[src/rcsio_pkg.sv]
package rcsio_pkg;

  // Clock and serial timing.
  localparam int unsigned CLK_HZ         = 50000000;
  localparam int unsigned BAUD           = 2400;
  localparam int unsigned BIT_CYC        = CLK_HZ / BAUD;
  localparam int unsigned HALF_CYC       = BIT_CYC / 2;
  localparam int unsigned DATA_BITS      = 8;
  localparam int unsigned STOP_BITS      = 1;

  // Command characters.
  localparam logic [7:0] CHR_A  = 8'h41;
  localparam logic [7:0] CHR_S  = 8'h53;
  localparam logic [7:0] CHR_L  = 8'h4C;
  localparam logic [7:0] CHR_R  = 8'h52;
  localparam logic [7:0] CHR_M  = 8'h4D;
  localparam logic [7:0] CHR_H  = 8'h48;
  localparam logic [7:0] CHR_CR = 8'h0D;

  // Range codes and reset values.
  localparam logic [1:0] RANGE_LOW    = 2'h0;
  localparam logic [1:0] RANGE_MEDIUM = 2'h1;
  localparam logic [1:0] RANGE_HIGH   = 2'h2;
  localparam logic [1:0] RANGE_RST    = 2'h0;
  localparam int unsigned CONC_W      = 16;

  // Decoded serial commands.
  typedef enum logic [2:0] {
    CMD_NONE,
    CMD_AUTOSPAN,
    CMD_RETURN_TO_ANALYSIS,
    CMD_MANUAL_RANGE_LOW,
    CMD_MANUAL_RANGE_MEDIUM,
    CMD_MANUAL_RANGE_HIGH
  } rcsio_cmd_t;

  // Configuration of one threshold alarm.
  typedef struct packed {
    logic              enable;
    logic              low_trip;
    logic              failsafe;
    logic              latching;
    logic [CONC_W-1:0] threshold;
  } rcsio_alarm_cfg_t;

endpackage

[src/rcsio_top.sv]
`timescale 1ns/100ps
module rcsio_top
  import rcsio_pkg::*;
(
  input  wire logic              REF_CLK_I,
  input  wire logic              RST_I,
  input  wire logic              SPAN_REQ_I,
  input  wire logic              START_MEAS_I,
  input  wire logic              RXD_I,
  input  wire logic              SUPPLY_FAULT_I,
  input  wire logic              POWER_KEY_I,
  input  wire logic              RESUME_KEY_I,
  input  wire logic              SPAN_DONE_I,
  input  wire logic              FILL_DONE_I,
  input  wire logic              MEAS_DONE_I,
  input  wire logic              RESULT_VALID_I,
  input  wire logic [CONC_W-1:0] CONC_I,
  input  wire rcsio_alarm_cfg_t  ALARM1_CFG_I,
  input  wire rcsio_alarm_cfg_t  ALARM2_CFG_I,
  input  wire logic              ALARM_ACK_I,
  output logic                   ALARM1_COIL_O,
  output logic                   ALARM2_COIL_O,
  output logic                   SYS_ALARM_COIL_O,
  output logic                   POWERED_O,
  output logic                   CAL_BUSY_O,
  output logic [2:0]             RANGE_CONTACT_O,
  output logic                   VALVE_O,
  output logic                   IDLE_CONTACT_O,
  output logic                   MSG_SEND_O
);

  //////////////////////////////////////////////////////////////////////////////
  // Pin synchronisers: three stages, a change counts when stages 2 and 3 agree.
  logic [2:0] s_span, s_start, s_rxd;
  logic       span_lvl, start_lvl, rxd_lvl;
  logic       next_span_lvl, next_start_lvl, next_rxd_lvl;

  // Accept a new level only when the last two stages agree.
  always_comb begin
    next_span_lvl  = (s_span[1] == s_span[2]) ? s_span[2] : span_lvl;
    next_start_lvl = (s_start[1] == s_start[2]) ? s_start[2] : start_lvl;
    next_rxd_lvl   = (s_rxd[1] == s_rxd[2]) ? s_rxd[2] : rxd_lvl;
  end

  // Register the synchroniser chains.
  always_ff @(posedge REF_CLK_I) begin
    if (RST_I) begin
      s_span    <= 3'h0;
      s_start   <= 3'h0;
      s_rxd     <= 3'h7;
      span_lvl  <= 1'b0;
      start_lvl <= 1'b0;
      rxd_lvl   <= 1'b1;
    end else begin
      s_span    <= {s_span[1:0], SPAN_REQ_I};
      s_start   <= {s_start[1:0], START_MEAS_I};
      s_rxd     <= {s_rxd[1:0], RXD_I};
      span_lvl  <= next_span_lvl;
      start_lvl <= next_start_lvl;
      rxd_lvl   <= next_rxd_lvl;
    end
  end

  //////////////////////////////////////////////////////////////////////////////
  // Serial receiver, 8N1 at the fixed bit rate.
  typedef enum logic [1:0] {RX_IDLE, RX_START, RX_DATA, RX_STOP} rcsio_rx_t;
  rcsio_rx_t  rx_st, next_rx_st;
  logic [15:0] rx_cnt, next_rx_cnt;
  logic [2:0]  rx_bit, next_rx_bit;
  logic [7:0]  rx_sh, next_rx_sh;
  logic        rx_vld, next_rx_vld;

  // Sample mid-bit; a bad stop bit drops the character.
  always_comb begin
    next_rx_st  = rx_st;
    next_rx_cnt = rx_cnt;
    next_rx_bit = rx_bit;
    next_rx_sh  = rx_sh;
    next_rx_vld = 1'b0;
    case (rx_st)
      RX_IDLE: begin
        next_rx_cnt = 16'h0;
        if (!rxd_lvl) begin
          next_rx_st = RX_START;
        end
      end
      RX_START: begin
        next_rx_cnt = rx_cnt + 16'h1;
        if (rx_cnt == 16'(HALF_CYC)) begin
          next_rx_cnt = 16'h0;
          next_rx_bit = 3'h0;
          next_rx_st  = rxd_lvl ? RX_IDLE : RX_DATA;
        end
      end
      RX_DATA: begin
        next_rx_cnt = rx_cnt + 16'h1;
        if (rx_cnt == 16'(BIT_CYC - 1)) begin
          next_rx_cnt = 16'h0;
          next_rx_sh  = {rxd_lvl, rx_sh[7:1]};
          next_rx_bit = rx_bit + 3'h1;
          if (rx_bit == 3'(DATA_BITS - 1)) begin
            next_rx_st = RX_STOP;
          end
        end
      end
      RX_STOP: begin
        next_rx_cnt = rx_cnt + 16'h1;
        if (rx_cnt == 16'(BIT_CYC - 1)) begin
          next_rx_vld = rxd_lvl;
          next_rx_st  = RX_IDLE;
        end
      end
      default: next_rx_st = RX_IDLE;
    endcase
  end

  // Register the receiver.
  always_ff @(posedge REF_CLK_I) begin
    if (RST_I) begin
      rx_st  <= RX_IDLE;
      rx_cnt <= 16'h0;
      rx_bit <= 3'h0;
      rx_sh  <= 8'h0;
      rx_vld <= 1'b0;
    end else begin
      rx_st  <= next_rx_st;
      rx_cnt <= next_rx_cnt;
      rx_bit <= next_rx_bit;
      rx_sh  <= next_rx_sh;
      rx_vld <= next_rx_vld;
    end
  end

  //////////////////////////////////////////////////////////////////////////////
  // Command parser: two letters then carriage return.
  logic [7:0]  c0, c1, next_c0, next_c1;
  logic [1:0]  n_chr, next_n_chr;
  rcsio_cmd_t  cmd;

  // Map a letter pair to a command.
  function automatic rcsio_cmd_t decode_cmd(input logic [7:0] a,
                                            input logic [7:0] b);
    decode_cmd = CMD_NONE;
    if (a == CHR_A && b == CHR_S) decode_cmd = CMD_AUTOSPAN;
    if (a == CHR_A && b == CHR_L) decode_cmd = CMD_RETURN_TO_ANALYSIS;
    if (a == CHR_R && b == CHR_L) decode_cmd = CMD_MANUAL_RANGE_LOW;
    if (a == CHR_R && b == CHR_M) decode_cmd = CMD_MANUAL_RANGE_MEDIUM;
    if (a == CHR_R && b == CHR_H) decode_cmd = CMD_MANUAL_RANGE_HIGH;
  endfunction

  // Keep the last two letters; a return with other than two is dropped.
  always_comb begin
    next_c0    = c0;
    next_c1    = c1;
    next_n_chr = n_chr;
    cmd        = CMD_NONE;
    if (rx_vld) begin
      if (rx_sh == CHR_CR) begin
        if (n_chr == 2'h2) begin
          cmd = decode_cmd(c0, c1);
        end
        next_n_chr = 2'h0;
      end else begin
        next_c0    = c1;
        next_c1    = rx_sh;
        next_n_chr = (n_chr == 2'h3) ? 2'h3 : n_chr + 2'h1;
      end
    end
  end

  // Register the parser.
  always_ff @(posedge REF_CLK_I) begin
    if (RST_I) begin
      c0    <= 8'h0;
      c1    <= 8'h0;
      n_chr <= 2'h0;
    end else begin
      c0    <= next_c0;
      c1    <= next_c1;
      n_chr <= next_n_chr;
    end
  end

  //////////////////////////////////////////////////////////////////////////////
  // Span calibration, range select, measure-once sequence.
  typedef enum logic [1:0] {MS_IDLE, MS_FILL, MS_MEAS} rcsio_ms_t;
  logic       span_busy, next_span_busy;
  logic [1:0] range, next_range;
  rcsio_ms_t  ms_st, next_ms_st;
  logic       start_prev, next_msg;

  // Span, range and one-shot control.
  always_comb begin
    next_span_busy = span_busy;
    next_range     = range;
    next_ms_st     = ms_st;
    next_msg       = 1'b0;
    if (!span_busy) begin
      if (span_lvl || cmd == CMD_AUTOSPAN) begin
        next_span_busy = 1'b1;
      end
    end else if (cmd == CMD_RETURN_TO_ANALYSIS) begin
      next_span_busy = 1'b0;
    end else if (SPAN_DONE_I) begin
      next_span_busy = span_lvl;
    end
    case (cmd)
      CMD_MANUAL_RANGE_LOW:    next_range = RANGE_LOW;
      CMD_MANUAL_RANGE_MEDIUM: next_range = RANGE_MEDIUM;
      CMD_MANUAL_RANGE_HIGH:   next_range = RANGE_HIGH;
      default:                 next_range = range;
    endcase
    case (ms_st)
      MS_IDLE: if (start_lvl && !start_prev) next_ms_st = MS_FILL;
      MS_FILL: if (FILL_DONE_I) next_ms_st = MS_MEAS;
      MS_MEAS: begin
        if (MEAS_DONE_I) begin
          next_ms_st = MS_IDLE;
          next_msg   = 1'b1;
        end
      end
      default: next_ms_st = MS_IDLE;
    endcase
  end

  // Register the control state.
  always_ff @(posedge REF_CLK_I) begin
    if (RST_I) begin
      span_busy  <= 1'b0;
      range      <= RANGE_RST;
      ms_st      <= MS_IDLE;
      start_prev <= 1'b0;
      MSG_SEND_O <= 1'b0;
    end else begin
      span_busy  <= next_span_busy;
      range      <= next_range;
      ms_st      <= next_ms_st;
      start_prev <= start_lvl;
      MSG_SEND_O <= next_msg;
    end
  end

  // Contacts and valve from control state.
  assign CAL_BUSY_O     = span_busy;
  assign VALVE_O        = (ms_st == MS_FILL);
  assign IDLE_CONTACT_O = (ms_st == MS_IDLE);

  // One contact per range, closed only for the active range.
  for (genvar g = 0; g < 3; g++) begin : g_rng
    assign RANGE_CONTACT_O[g] = (range == 2'(g));
  end

  //////////////////////////////////////////////////////////////////////////////
  // Threshold alarms and latched system alarm.
  rcsio_alarm_cfg_t cfg [2];
  logic [1:0] trip, next_trip;
  logic       sys_trip, next_sys_trip, powered, next_powered;
  assign cfg[0] = ALARM1_CFG_I;
  assign cfg[1] = ALARM2_CFG_I;

  // Evaluate alarms on each new result; latched alarms hold until disabled or acked in a cycle without a new result.
  always_comb begin
    next_trip = trip;
    for (int i = 0; i < 2; i++) begin
      if (!cfg[i].enable) begin
        next_trip[i] = 1'b0;
      end else if (RESULT_VALID_I) begin
        if (cfg[i].low_trip ? (CONC_I < cfg[i].threshold)
                            : (CONC_I > cfg[i].threshold)) begin
          next_trip[i] = 1'b1;
        end else if (!cfg[i].latching) begin
          next_trip[i] = 1'b0;
        end
      end
      if (cfg[i].latching && ALARM_ACK_I && !RESULT_VALID_I) begin
        next_trip[i] = 1'b0;
      end
    end
    next_sys_trip = sys_trip | SUPPLY_FAULT_I;
    next_powered  = powered;
    if (powered && POWER_KEY_I) begin
      next_powered  = 1'b0;
      next_sys_trip = SUPPLY_FAULT_I;
    end else if (!powered && POWER_KEY_I && RESUME_KEY_I) begin
      next_powered = 1'b1;
    end
  end

  // Register the alarm state.
  always_ff @(posedge REF_CLK_I) begin
    if (RST_I) begin
      trip     <= 2'h0;
      sys_trip <= 1'b0;
      powered  <= 1'b1;
    end else begin
      trip     <= next_trip;
      sys_trip <= next_sys_trip;
      powered  <= next_powered;
    end
  end

  // Coil drive: failsafe coils are energised when not in alarm.
  assign ALARM1_COIL_O    = cfg[0].failsafe ? ~trip[0] : trip[0];
  assign ALARM2_COIL_O    = cfg[1].failsafe ? ~trip[1] : trip[1];
  assign SYS_ALARM_COIL_O = ~sys_trip;
  assign POWERED_O        = powered;

endmodule

[config.mk]
export PLATFORM = sky130hd
export DESIGN_NAME = rcsio_top
export DESIGN_NICKNAME = d
export VERILOG_FILES = /design/src/rcsio_pkg.sv /design/src/rcsio_top.sv
export SDC_FILE = /design/constraint.sdc
export NUM_CORES = 1
export LEC_CHECK = 0
export BUFFER_PORTS_ARGS = -buffer_cell sky130_fd_sc_hd__buf_4
export CELL_PAD_IN_SITES_DETAIL_PLACEMENT = 0
export CELL_PAD_IN_SITES_GLOBAL_PLACEMENT = 1
export CORE_UTILIZATION = 38
export CTS_BUF_LIST = sky130_fd_sc_hd__clkbuf_4
export CTS_CLUSTER_SIZE = 20
export DETAILED_ROUTE_END_ITERATION = 16
export PLACE_DENSITY = 0.88
export SLEW_MARGIN = 5
export SYNTH_ARGS = -nofsm -noshare
export SYNTH_HDL_FRONTEND = slang
export SYNTH_SLANG_ARGS = --single-unit
[constraint.sdc]
create_clock -name REF_CLK_I -period 1.7 [get_ports REF_CLK_I]
set_input_delay 0.255 -clock REF_CLK_I [delete_from_list [all_inputs] [get_ports REF_CLK_I]]
set_output_delay 0.255 -clock REF_CLK_I [all_outputs]
set_load 0.005 [all_outputs]
==> impl_results.md, run 1 <==
* MaxCap Viol Count at 0
* Core area at between 0.009 and 0.01 mm^2
* Net Sw Frac at between 20% and 30%
* Grt ovf at 0
* Final Hold Fails at 0
* Static leakage at around 2.3 nW
* Sink Count at a little over 70
* DP Cell Count at around 710
* Final instance area at 0.00518 mm^2
* Sequential Area at approximately 0.0014 mm^2
* Hold Path Origin: SPAN_REQ_I
* Pin count of the biggest net entering global routing at 31
* Failing checks: setup timing
* Share of layout cells above drive strength 1 at 30.0%
* Residual DRC at 0
* Total Nets Final at roughly 690
* CTS buffer count at 9
* Die Ht at 102 um
* Maximum VDD drop at between 0.0003 and 0.0004 V
* Period utilization at 101%
* # rows at 36
* Crit path kind: flop to flop
* Via count at between 3000 and 4000
* Worst clock skew at 0.0200 ns
* NetSw at 0.864 mW
* Die area at about 0.010 mm^2
* Cell internal pwr at 2.24 mW
* Register bit total from synthesis at 71
* Syn Nets at approximately 560
* Hold depth at 2
* Min-Delay Path Class: input port to flop
* Combinational Power Share at 13.1%
* Hold EP: s_span[0]
* Sequential fraction of design power at a little over half
* Hold slack at 0.0256 ns
* Post-synthesis sequential area ratio at 37.2%
* PnR worst setup slack at -0.0243 ns
* Clock latency on the worst-skew pair at 0.43 ns
* Wire per inst at approximately 11 um
* H-tree depth at 3
* Worst setup SP type: flop
* Post-detailed-route count of antenna-violating nets at 0
* Worst r2r dst: rx_sh[2]
* GRT Total Usage at between 10% and 20%
* CP endpoint kind: flop
* Cell Area, Synth at roughly 0.0038 mm^2
* Final total power at roughly 3.1 mW
* Fill count at a little under 900
* PortBufs at between 70 and 80
* Worst EP arrival at 2.04 ns
* DP HPWL at between 6000 and 7000 um
* First-pass GRT wire length at around 14000 um
* Final setup violation count at 4
* Worst R2R Setup Slack at -0.02 ns
* Max_slew headroom at 71.8%
* Num ports at 80
* Primary FF master, synth: dfxtp_1
* CTS max path bufs at 2
* Slew @ Worst Pin at 0.423 ns
* Outcome: finished, violations left
* RSZ-0062 raised after global routing: true
* Diode count at 0
* Starting Density at 39.1%
* Worst-path clk slew at roughly 0.14 ns
* P per Cell Area at approximately 600 mW/mm^2
* Clk pwr share at 32.4%
* Tmin final at approximately 1.7 ns
* Chip width at approximately 100 um
* Iteration-0 DRC count of the detailed router at about 120
* Post-Route Utilization at between 50% and 60%
* Synth cell types at 50
* Crit path max fanout at 8
* Area after DPL at 0.00494 mm^2
* CTS root buffer: clkbuf_4
* DR vias/cell at 4.80
* CP required at approximately 2.0 ns
* Pins Over Slew Limit at 0
* Initial antenna violation count at 0
* Async set or reset register ratio after synthesis at 0%
* CTS tree: done
* Post-Layout Cell Count at 727
* Area Overhead vs Synth at 35.7%
* Vias in the first global route at between 3000 and 4000
* Syn Area/Cell at about 8.4 um^2
* Reg2reg path depth at 8
* Worst reg2reg startpoint: rx_cnt[0]
* Detailed Route WL at just over 8000 um
* Fmax at between 500 and 600 MHz
* First-pass detailed-route iteration total at 4
* Number of flops mapped to enable cells by yosys at 0
* GP Congestion at 0.770
* Mapped Cells at between 400 and 500
* Multi-input gate area at between 0.002 and 0.0025 mm^2
* Ys Warns at 0
-- what timing repair did --
item,in CTS,in global routing
buffers inserted,1,1
hold buffers,1,0
pin swaps,2,9
setup endpoints to repair,32,35
gates resized for setup,16,8
hold endpoints to repair,1,0
-- critical path, stage by stage (launching register included) --
cell	delay, ns
dfxtp_2	0.35
inv_2	0.07
ha_4	0.13
nor4b_4	0.22
nand2_2	0.16
nor4_4	0.21
buf_6	0.20
mux2i_2	0.22
nor2_1	0.05
-- layer usage --
| layer | routed length (um) | track usage (%) | vias up | share of wire, % |
|---|---|---|---|---|
| met5 | 0 | 0 | - | 0 |
| met3 | 280 | 3.42 | 20 | 3.4 |
| met2 | 3860 | 27.5 | 66 | 47 |
| met1 | 3860 | 21.1 | 1569 | 47 |
| met4 | 201 | 7.36 | 0 | 2.5 |
| li1 | - | - | 1832 | - |
-- kinds of logic (layout without fill, tap and decap cells) --
family                     after synthesis  count (layout)  synth area share, %
buffers and inverters                   59             199                 6.65
xor gates and xnor gates                17              17                 3.90
muxes                                   17              17                 4.45
adders and majority gates               36              36                 11.8
DFF                                     71              71                 37.2
and+or+nand+nor                        182             182                 24.9
AOI/OAI and AO/OA                       72              72                 11.1
-- cell usage after synthesis, types with 3 or more instances --
library cell   n  area share (%)
dfxtp_1       71              37
nor2_1        53             5.2
inv_1         47             4.6
nand2_1       40             3.9
ha_1          36              12
a21oi_1       34             4.5
mux2i_1       17             4.5
nand3_1       17             2.2
o21ai_0       15             2.0
nand4_1       11             1.8
nor2b_1       11             1.8
xor2_1         9             2.1
xnor2_1        8             1.8
clkbuf_1       7            0.69
nor3_1         7            0.92
nand2b_1       6            0.98
and3_1         5            0.82
nor4_1         5            0.82
a22oi_1        4            0.79
nand3b_1       4            0.79
a2bb2oi_1      3            0.69
a31oi_1        3            0.49
nor3b_1        3            0.59
nor4b_1        3            0.69
nor4bb_1       3            0.79
or2_2          3            0.49
-- worst max path at each step --
stage | cells after the start | slack (ns) | endpoint | start
floorplan | 8 | 0.005 | trip[1] | ALARM2_CFG_I[1]
global placement | 8 | -0.23 | trip[1] | CONC_I[1]
detailed placement | 8 | -0.23 | trip[1] | CONC_I[1]
CTS | 9 | -0.05 | rx_cnt[2] | rx_cnt[0]
global route | 7 | -0.19 | rx_bit[0] | rx_cnt[0]
finish | 8 | -0.02 | rx_sh[2] | rx_cnt[0]
-- final cells by class --
cell class              count  share of cell area (%)
multi-input cells         324                    43.1
flip-flops and latches     71                    27.5
repair buffers            136                    20.3
inverters                  47                    3.40
well taps                 133                    3.21
clock buffers               9                    1.30
clock inverters             7                    1.16
-- per-stage QoR --
step	setup TNS (ns)	setup slack, ns
3_3_place_gp	-1.03	-0.230
6_report	-0.0385	-0.0243
2_1_floorplan	0	0.00510
4_1_cts	-0.490	-0.0504
3_5_place_dp	-3.70	-0.231
5_1_grt	-3.95	-0.188
-- sequential cells by signal, indices dropped and copies added, names as in the netlist, 2 cells and up, named ones only --
signal   count
c0           8
c1           8
ms_st        2
n_chr        2
range        2
rx_bit       3
rx_cnt      16
rx_sh        8
s_rxd        3
s_span       3
s_start      3
trip         2
-- power by group through the flow --
| stage | Combinational, mW | Sequential, mW | Clock [mW] |
|---|---|---|---|
| 2_1_floorplan | 0.182 | 1.73 | 0 |
| 3_3_place_gp | 0.395 | 1.73 | 0 |
| 3_5_place_dp | 0.407 | 1.73 | 0 |
| 4_1_cts | 0.411 | 1.69 | 1.03 |
| 5_1_grt | 0.461 | 1.69 | 1.11 |
| 6_report | 0.408 | 1.69 | 1.01 |
-- cell usage in the layout, fill, tap and decap left out, types with 5 or more instances in the layout --
master	Yosys	final
nand3_1	17	17
nand2_1	40	39
and3_1	5	5
nor2_1	53	52
o21ai_0	15	12
inv_1	47	45
a21oi_1	34	34
xor2_1	9	9
clkbuf_4	0	9
nor3_1	7	6
dfxtp_2	0	5
mux2i_1	17	16
nor2b_1	11	11
xnor2_1	8	8
buf_4	2	132
ha_1	36	35
nand2b_1	6	6
nand4_1	11	11
dfxtp_1	71	66
(Power assumes the default switching activity.)
==> run 2: changes to the inputs <==
--- a/config.mk
+++ b/config.mk
@@ -8,11 +8,13 @@
 export BUFFER_PORTS_ARGS = -buffer_cell sky130_fd_sc_hd__buf_4
 export CELL_PAD_IN_SITES_DETAIL_PLACEMENT = 0
 export CELL_PAD_IN_SITES_GLOBAL_PLACEMENT = 1
+export CORE_ASPECT_RATIO = 0.9
 export CORE_UTILIZATION = 38
 export CTS_BUF_LIST = sky130_fd_sc_hd__clkbuf_4
 export CTS_CLUSTER_SIZE = 20
 export DETAILED_ROUTE_END_ITERATION = 16
 export PLACE_DENSITY = 0.88
+export REMOVE_ABC_BUFFERS = 1
 export SLEW_MARGIN = 5
 export SYNTH_ARGS = -nofsm -noshare
 export SYNTH_HDL_FRONTEND = slang
==> impl_results.md, run 2 (synthesis results as in run 1) <==
* Clk pwr share at 34.8% (+2.4 points)
* CTS root buffer: clkbuf_4
* Post-Layout Cell Count at 711 (-2.2%)
* Commonest non-fill, non-tap cell in the layout: buf_4
* Final Hold Fails at 0 (unchanged)
* Wire per inst at 11.5 um (+2.0%)
* Failing checks: setup timing
* First-pass GRT wire length at 14000 um (+0.49%)
* Net Sw Frac at 26.2% (-1.7 points)
* Crit path max fanout at 3 (-5)
* Clock latency on the worst-skew pair at 0.43 ns (about the same)
* DP Cell Count at 691 (-2.4%)
* Crit path kind: flop to flop
* Residual DRC at 0 (unchanged)
* DR vias/cell at 4.84 (+0.96%)
* # rows at 34 (-5.6%)
* DP HPWL at 6340 um (-1.5%)
* Worst R2R Setup Slack at -0.06 ns (-0.04 ns)
* RSZ-0062 raised after global routing: true
* Outcome: finished, violations left
* Fill count at 929 (+6.1%)
* TNS Setup at -0.232 ns (-0.194 ns)
* Post-detailed-route count of antenna-violating nets at 0 (unchanged)
* Period utilization at 104% (+2.2 points)
* Worst EP arrival at 2.07 ns (+0.03 ns)
* Total Nets Final at 685 (-1.3%)
* Num ports at 80 (unchanged)
* Largest register FFs at 16 (unchanged)
* Pin count of the biggest net entering global routing at 49 (+58%)
* Min-Delay Path Class: input port to flop
* Initial antenna violation count at 0 (unchanged)
* Diode count at 0 (unchanged)
* Tmin final at 1.76 ns (+0.0372 ns)
* Final setup violation count at 9 (+5)
* PortBufs at 79 (unchanged)
* Final instance area at 0.00519 mm^2 (+0.19%)
* NetSw at 0.843 mW (-2.4%)
* Chip width at 108 um (+5.3%)
* Most frequent cells in the layout: buf_4, dfxtp_1, nor2_1, inv_1, nand2_1
* Area Overhead vs Synth at 36.0%
* CTS buffer count at 9 (unchanged)
* Sink Count at 71 (unchanged)
* Vias in the first global route at 3328 (+0.67%)
* MaxCap Viol Count at 0 (unchanged)
* Fmax at 568 MHz (-2.1%)
* GRT Total Usage at 16.6% (-0.099 points)
* Starting Density at 39.4% (+0.30 points)
* P per Cell Area at 620 mW/mm^2 (+3.5%)
* Maximum VDD drop at 0.000320 V (-14%)
* Via count at 3443 (-1.3%)
* Worst clock skew at 0.0229 ns (+0.00292 ns)
* Combinational Power Share at 12.6% (-0.5 points)
* Sequential fraction of design power at 52.5% (-2.0 points)
* CP required at 2.01 ns (about the same)
* Static leakage at 2.29 nW (-1.1%)
* Top reg by flops: rx_cnt
* Final total power at 3.22 mW (+3.7%)
* Max_slew headroom at 69.6% (-2.2 points)
* Grt ovf at 0 (unchanged)
* Iteration-0 DRC count of the detailed router at 172 (+40%)
* Share of layout cells above drive strength 1 at 29.6% (-0.39 points)
* CTS max path bufs at 2 (unchanged)
* Core area at 0.00970 mm^2 (-0.77%)
* Worst-path clk slew at 0.13 ns (about the same)
* Detailed Route WL at 8180 um (-0.23%)
* CTS tree: done
* H-tree depth at 3 (unchanged)
* Slew @ Worst Pin at 0.456 ns (+0.0334 ns)
* Cell internal pwr at 2.38 mW (+6.1%)
* PnR worst setup slack at -0.0615 ns (-0.0372 ns)
* CP endpoint kind: flop
* First-pass detailed-route iteration total at 4 (unchanged)
* Pins Over Slew Limit at 0 (unchanged)
* Die area at 0.0105 mm^2 (about the same)
* Area after DPL at 0.00485 mm^2 (-1.7%)
* Worst setup SP type: flop
* GP Congestion at 0.800 (+3.9%)
* Die Ht at 97.1 um (-5.0%)
run 2: changes by cell type in the layout (fill, tap and decap cells not counted), moves of 2 or more:
cell           previous run  this run
a2bb2oi_1                 3         1
a2bb2oi_2                 0         2
buf_4                   132       121
dlygate4sd3_1             1         3
run 2: worst paths after layout:
kind,from,endpoint,cells past startpoint
max,c1[5],range[0],7
min,START_MEAS_I,s_start[0],2
max reg2reg,c1[5],range[0],7
min reg2reg,s_rxd[0],s_rxd[1],1
run 2: critical path, cell delays in order, from the launching register on:
cell       delay (ns)
dfxtp_2          0.36
nor4b_4          0.26
buf_4            0.15
nand4_1          0.20
nor4b_4          0.36
o21ai_1          0.14
a2bb2oi_2        0.13
nor2_1           0.05
run 2: power groups by stage:
stage	logic (mW)	clock network [mW]	registers, mW
floorplan	0.165	0	1.73
global placement	0.387	0	1.73
detailed placement	0.399	0	1.73
global route	0.458	1.23	1.70
CTS	0.408	1.16	1.69
finish	0.407	1.12	1.69
run 2: area by class of cell:
type	count	area [um^2]	share of cell area, %
multi-input combinational	324	2300	44.2
clock inverter	7	80.1	1.54
sequential	71	1430	27.5
tap	126	158	3.04
timing repair buffer	127	990	19.1
inverter	47	176	3.40
clock buffer	9	67.6	1.30
run 2: per-layer routing:
metal | track usage (%) | vias to the layer above | routed length [um]
met1 | 20.2 | 1547 | 3800
met2 | 27.9 | 72 | 3930
li1 | - | 1815 | -
met3 | 4.90 | 9 | 350
met4 | 5.16 | 0 | 104
met5 | 0 | - | 0
run 2: what timing repair did:
action / CTS / global route
gates resized for setup: 19 / 16
buffers inserted: 0 / 1
hold endpoints to repair: 3 / 0
hold buffers: 3 / 0
endpoints found under the setup margin: 31 / 43
gates cloned: 0 / 0
pin swaps: 10 / 6
run 2: metrics by stage:
stage,setup slack [ns],util [%],hold slack (ns)
detailed placement,-0.280,50.1,0.405
global route,-0.210,53.5,0.0360
CTS,-0.127,52.7,0.0399
finish,-0.0615,53.5,0.0598
floorplan,-0.970,-,0.324
global placement,-0.266,50.1,0.396
==> run 3: changes to the inputs <==
--- a/config.mk
+++ b/config.mk
@@ -9,11 +9,11 @@
 export CELL_PAD_IN_SITES_DETAIL_PLACEMENT = 0
 export CELL_PAD_IN_SITES_GLOBAL_PLACEMENT = 1
 export CORE_ASPECT_RATIO = 0.9
-export CORE_UTILIZATION = 38
+export CORE_UTILIZATION = 42
 export CTS_BUF_LIST = sky130_fd_sc_hd__clkbuf_4
 export CTS_CLUSTER_SIZE = 20
 export DETAILED_ROUTE_END_ITERATION = 16
-export PLACE_DENSITY = 0.88
+export PLACE_DENSITY = 0.91
 export REMOVE_ABC_BUFFERS = 1
 export SLEW_MARGIN = 5
 export SYNTH_ARGS = -nofsm -noshare
==> constraint.sdc (replaced) <==
create_clock -name REF_CLK_I -period 2 [get_ports REF_CLK_I]
set_input_delay 0.3 -clock REF_CLK_I [delete_from_list [all_inputs] [get_ports REF_CLK_I]]
set_output_delay 0.3 -clock REF_CLK_I [all_outputs]
set_load 0.005 [all_outputs]
==> impl_results.md, run 3 (synthesis results as in run 1) <==
* GRT Total Usage at 17.9% (+1.4 points)
* Total Nets Final at 644 (-6.0%)
* Detailed Route WL at 7780 um (-4.9%)
* P per Cell Area at 594 mW/mm^2 (-4.2%)
* Sink Count at 71 (unchanged)
* GP Congestion at 0.796 (-0.51%)
* Worst EP arrival at 2.12 ns (+0.05 ns)
* DP Cell Count at 647 (-6.4%)
* Met2 Use GR at 29.7% (+1.8 points)
* Hold depth at 2 (unchanged)
* Worst reg2reg startpoint: rx_sh[3]
* Reg2reg path depth at 5 (-2)
* Worst setup SP type: flop
* Post-Layout Cell Count at 663 (-6.8%)
* Residual DRC at 0 (unchanged)
* GR peak layer: met2
* Area after DPL at 0.00454 mm^2 (-6.4%)
* MaxCap Viol Count at 0 (unchanged)
* Wire per inst at 11.7 um (+2.0%)
* Grt met1 use at 21.3% (+1.1 points)
* DR vias/cell at 4.97 (+2.7%)
* Final instance area at 0.00475 mm^2 (-8.6%)
* Post-CTS setup buffers at 0 (unchanged)
* Grt ovf at 0 (unchanged)
* TNS Setup at 0 ns (+0.232 ns)
* Most frequent cells in the layout: buf_4, dfxtp_1, nor2_1, inv_1, nand2_1
* Period utilization at 89.9% (-14 points)
* Starting Density at 44.0% (+4.6 points)
* Final setup violation count at 0 (-9)
* Pin count of the biggest net entering global routing at 28 (-43%)
* Core area at 0.00869 mm^2 (-10%)
* Worst clock skew at 0.0170 ns (-0.00585 ns)
* Slew @ Worst Pin at 0.491 ns (+0.0354 ns)
* Multi-input gate area at 0.00219 mm^2 (-4.7%)
* Largest register FFs at 16 (unchanged)
* Crit path kind: flop to flop
* Diode count at 0 (unchanged)
* Chip width at 103 um (-4.8%)
* Commonest non-fill, non-tap cell in the layout: buf_4
* Vias in the first global route at 3213 (-3.5%)
* Die area at 0.00948 mm^2 (-9.3%)
* Hold EP: s_rxd[0]
* Met3 Use GR at 6.42% (+1.5 points)
* CTS root buffer: clkbuf_4
* CTS tree: done
* Worst-path clk slew at 0.13 ns (about the same)
* Fill count at 795 (-14%)
* Final Hold Fails at 0 (unchanged)
* Max_slew headroom at 66.9% (-2.7 points)
* PortBufs at 79 (unchanged)
* Num ports at 80 (unchanged)
* RSZ-0062 raised after global routing: false
* Crit path max fanout at 17 (+14)
* Min-Delay Path Class: input port to flop
* H-tree depth at 3 (unchanged)
* # rows at 32 (-5.9%)
* Sequential Area at 0.00142 mm^2 (-0.35%)
* CTS resizes at 0 (-19)
* Tmin final at 1.80 ns (+0.0357 ns)
* Worst R2R Setup Slack at 0.20 ns (+0.26 ns)
* Clock latency on the worst-skew pair at 0.42 ns (about the same)
* CP required at 2.32 ns (+0.31 ns)
* Initial antenna violation count at 0 (unchanged)
* Maximum VDD drop at 0.000234 V (-27%)
* Die Ht at 92.5 um (-4.8%)
* First-pass GRT wire length at 13400 um (-4.3%)
* Share of layout cells above drive strength 1 at 21.5% (-8.1 points)
* CTS max path bufs at 2 (unchanged)
* Iteration-0 DRC count of the detailed router at 113 (-34%)
* Top reg by flops: rx_cnt
* Post-detailed-route count of antenna-violating nets at 0 (unchanged)
* Worst r2r dst: c0[1]
* Area Overhead vs Synth at 24.3%
* Outcome: finished, final reports clean
* Pins Over Slew Limit at 0 (unchanged)
* Fmax at 556 MHz (-2.0%)
* Static leakage at 2.05 nW (-10%)
* Hold Path Origin: RXD_I
* CP endpoint kind: flop
* Hold_buf cts at 0 (-3)
* Via count at 3296 (-4.3%)
* First-pass detailed-route iteration total at 4 (unchanged)
* CTS buffer count at 9 (unchanged)
* DP HPWL at 6130 um (-3.4%)
run 3: changes by cell type in the layout (fill, tap and decap cells not counted), moves of 3 or more:
cell	delta
nor4b_2	+3
o21ai_0	+4
o21ai_1	-4
dfxtp_1	+4
nor4b_4	-3
dfxtp_2	-4
dlygate4sd3_1	-3
buf_4	-35
run 3: worst max-delay path, cell delays in order, from the launching register on:
cell and delay [ns]:
dfxtp_1 0.40, nor4bb_1 0.39, nand2_1 0.22, nand2_2 0.38, mux2i_1 0.25, nor2_1 0.05
run 3: final cells by class:
class                           instances  area share, %
Tap cell                              119           3.13
Multi-Input combinational cell        324           46.0
Timing Repair Buffer                   86           13.6
Clock buffer                            9           1.42
Clock inverter                          7           2.16
Inverter                               47           3.71
Sequential cell                        71           29.9
run 3: worst max path at each step:
stage	from	end	slack [ns]	cells past startpoint
3_5_place_dp	CONC_I[1]	trip[1]	-0.04	8
6_report	rx_sh[3]	c0[1]	0.20	5
5_1_grt	rx_sh[3]	range[1]	0.02	6
3_3_place_gp	CONC_I[1]	trip[1]	0.003	8
4_1_cts	rx_cnt[0]	rx_cnt[5]	0.09	9
2_1_floorplan	rx_cnt[0]	rx_bit[0]	-0.67	7
run 3: stage by stage:
| stage | total power, mW | hold WS, ns | utilization (%) | worst slack, ns |
|---|---|---|---|---|
| after floorplan | 1.61 | 0.369 | - | -0.670 |
| after detailed placement | 1.79 | 0.397 | 52.3 | -0.0383 |
| final | 2.82 | 0.0634 | 54.7 | 0.203 |
| after global routing | 2.98 | 0.00863 | 54.7 | 0.0150 |
| after global placement | 1.79 | 0.392 | 52.3 | 0.00250 |
| after CTS | 2.87 | 0.0226 | 54.2 | 0.0915 |
run 3: layer usage:
layer / up-vias / share of wire, %
met1: 1468 / 47
met2: 87 / 46
met4: 0 / 0.86
met5: - / 0
li1: 1735 / -
met3: 6 / 6.2
run 3: power by group:
part / leakage (nW) / internal, mW / switching [mW]
clock: 0.0875 / 0.521 / 0.540
sequential: 0.574 / 1.43 / 0.00981
combinational: 1.39 / 0.181 / 0.142
total: 2.05 / 2.13 / 0.692
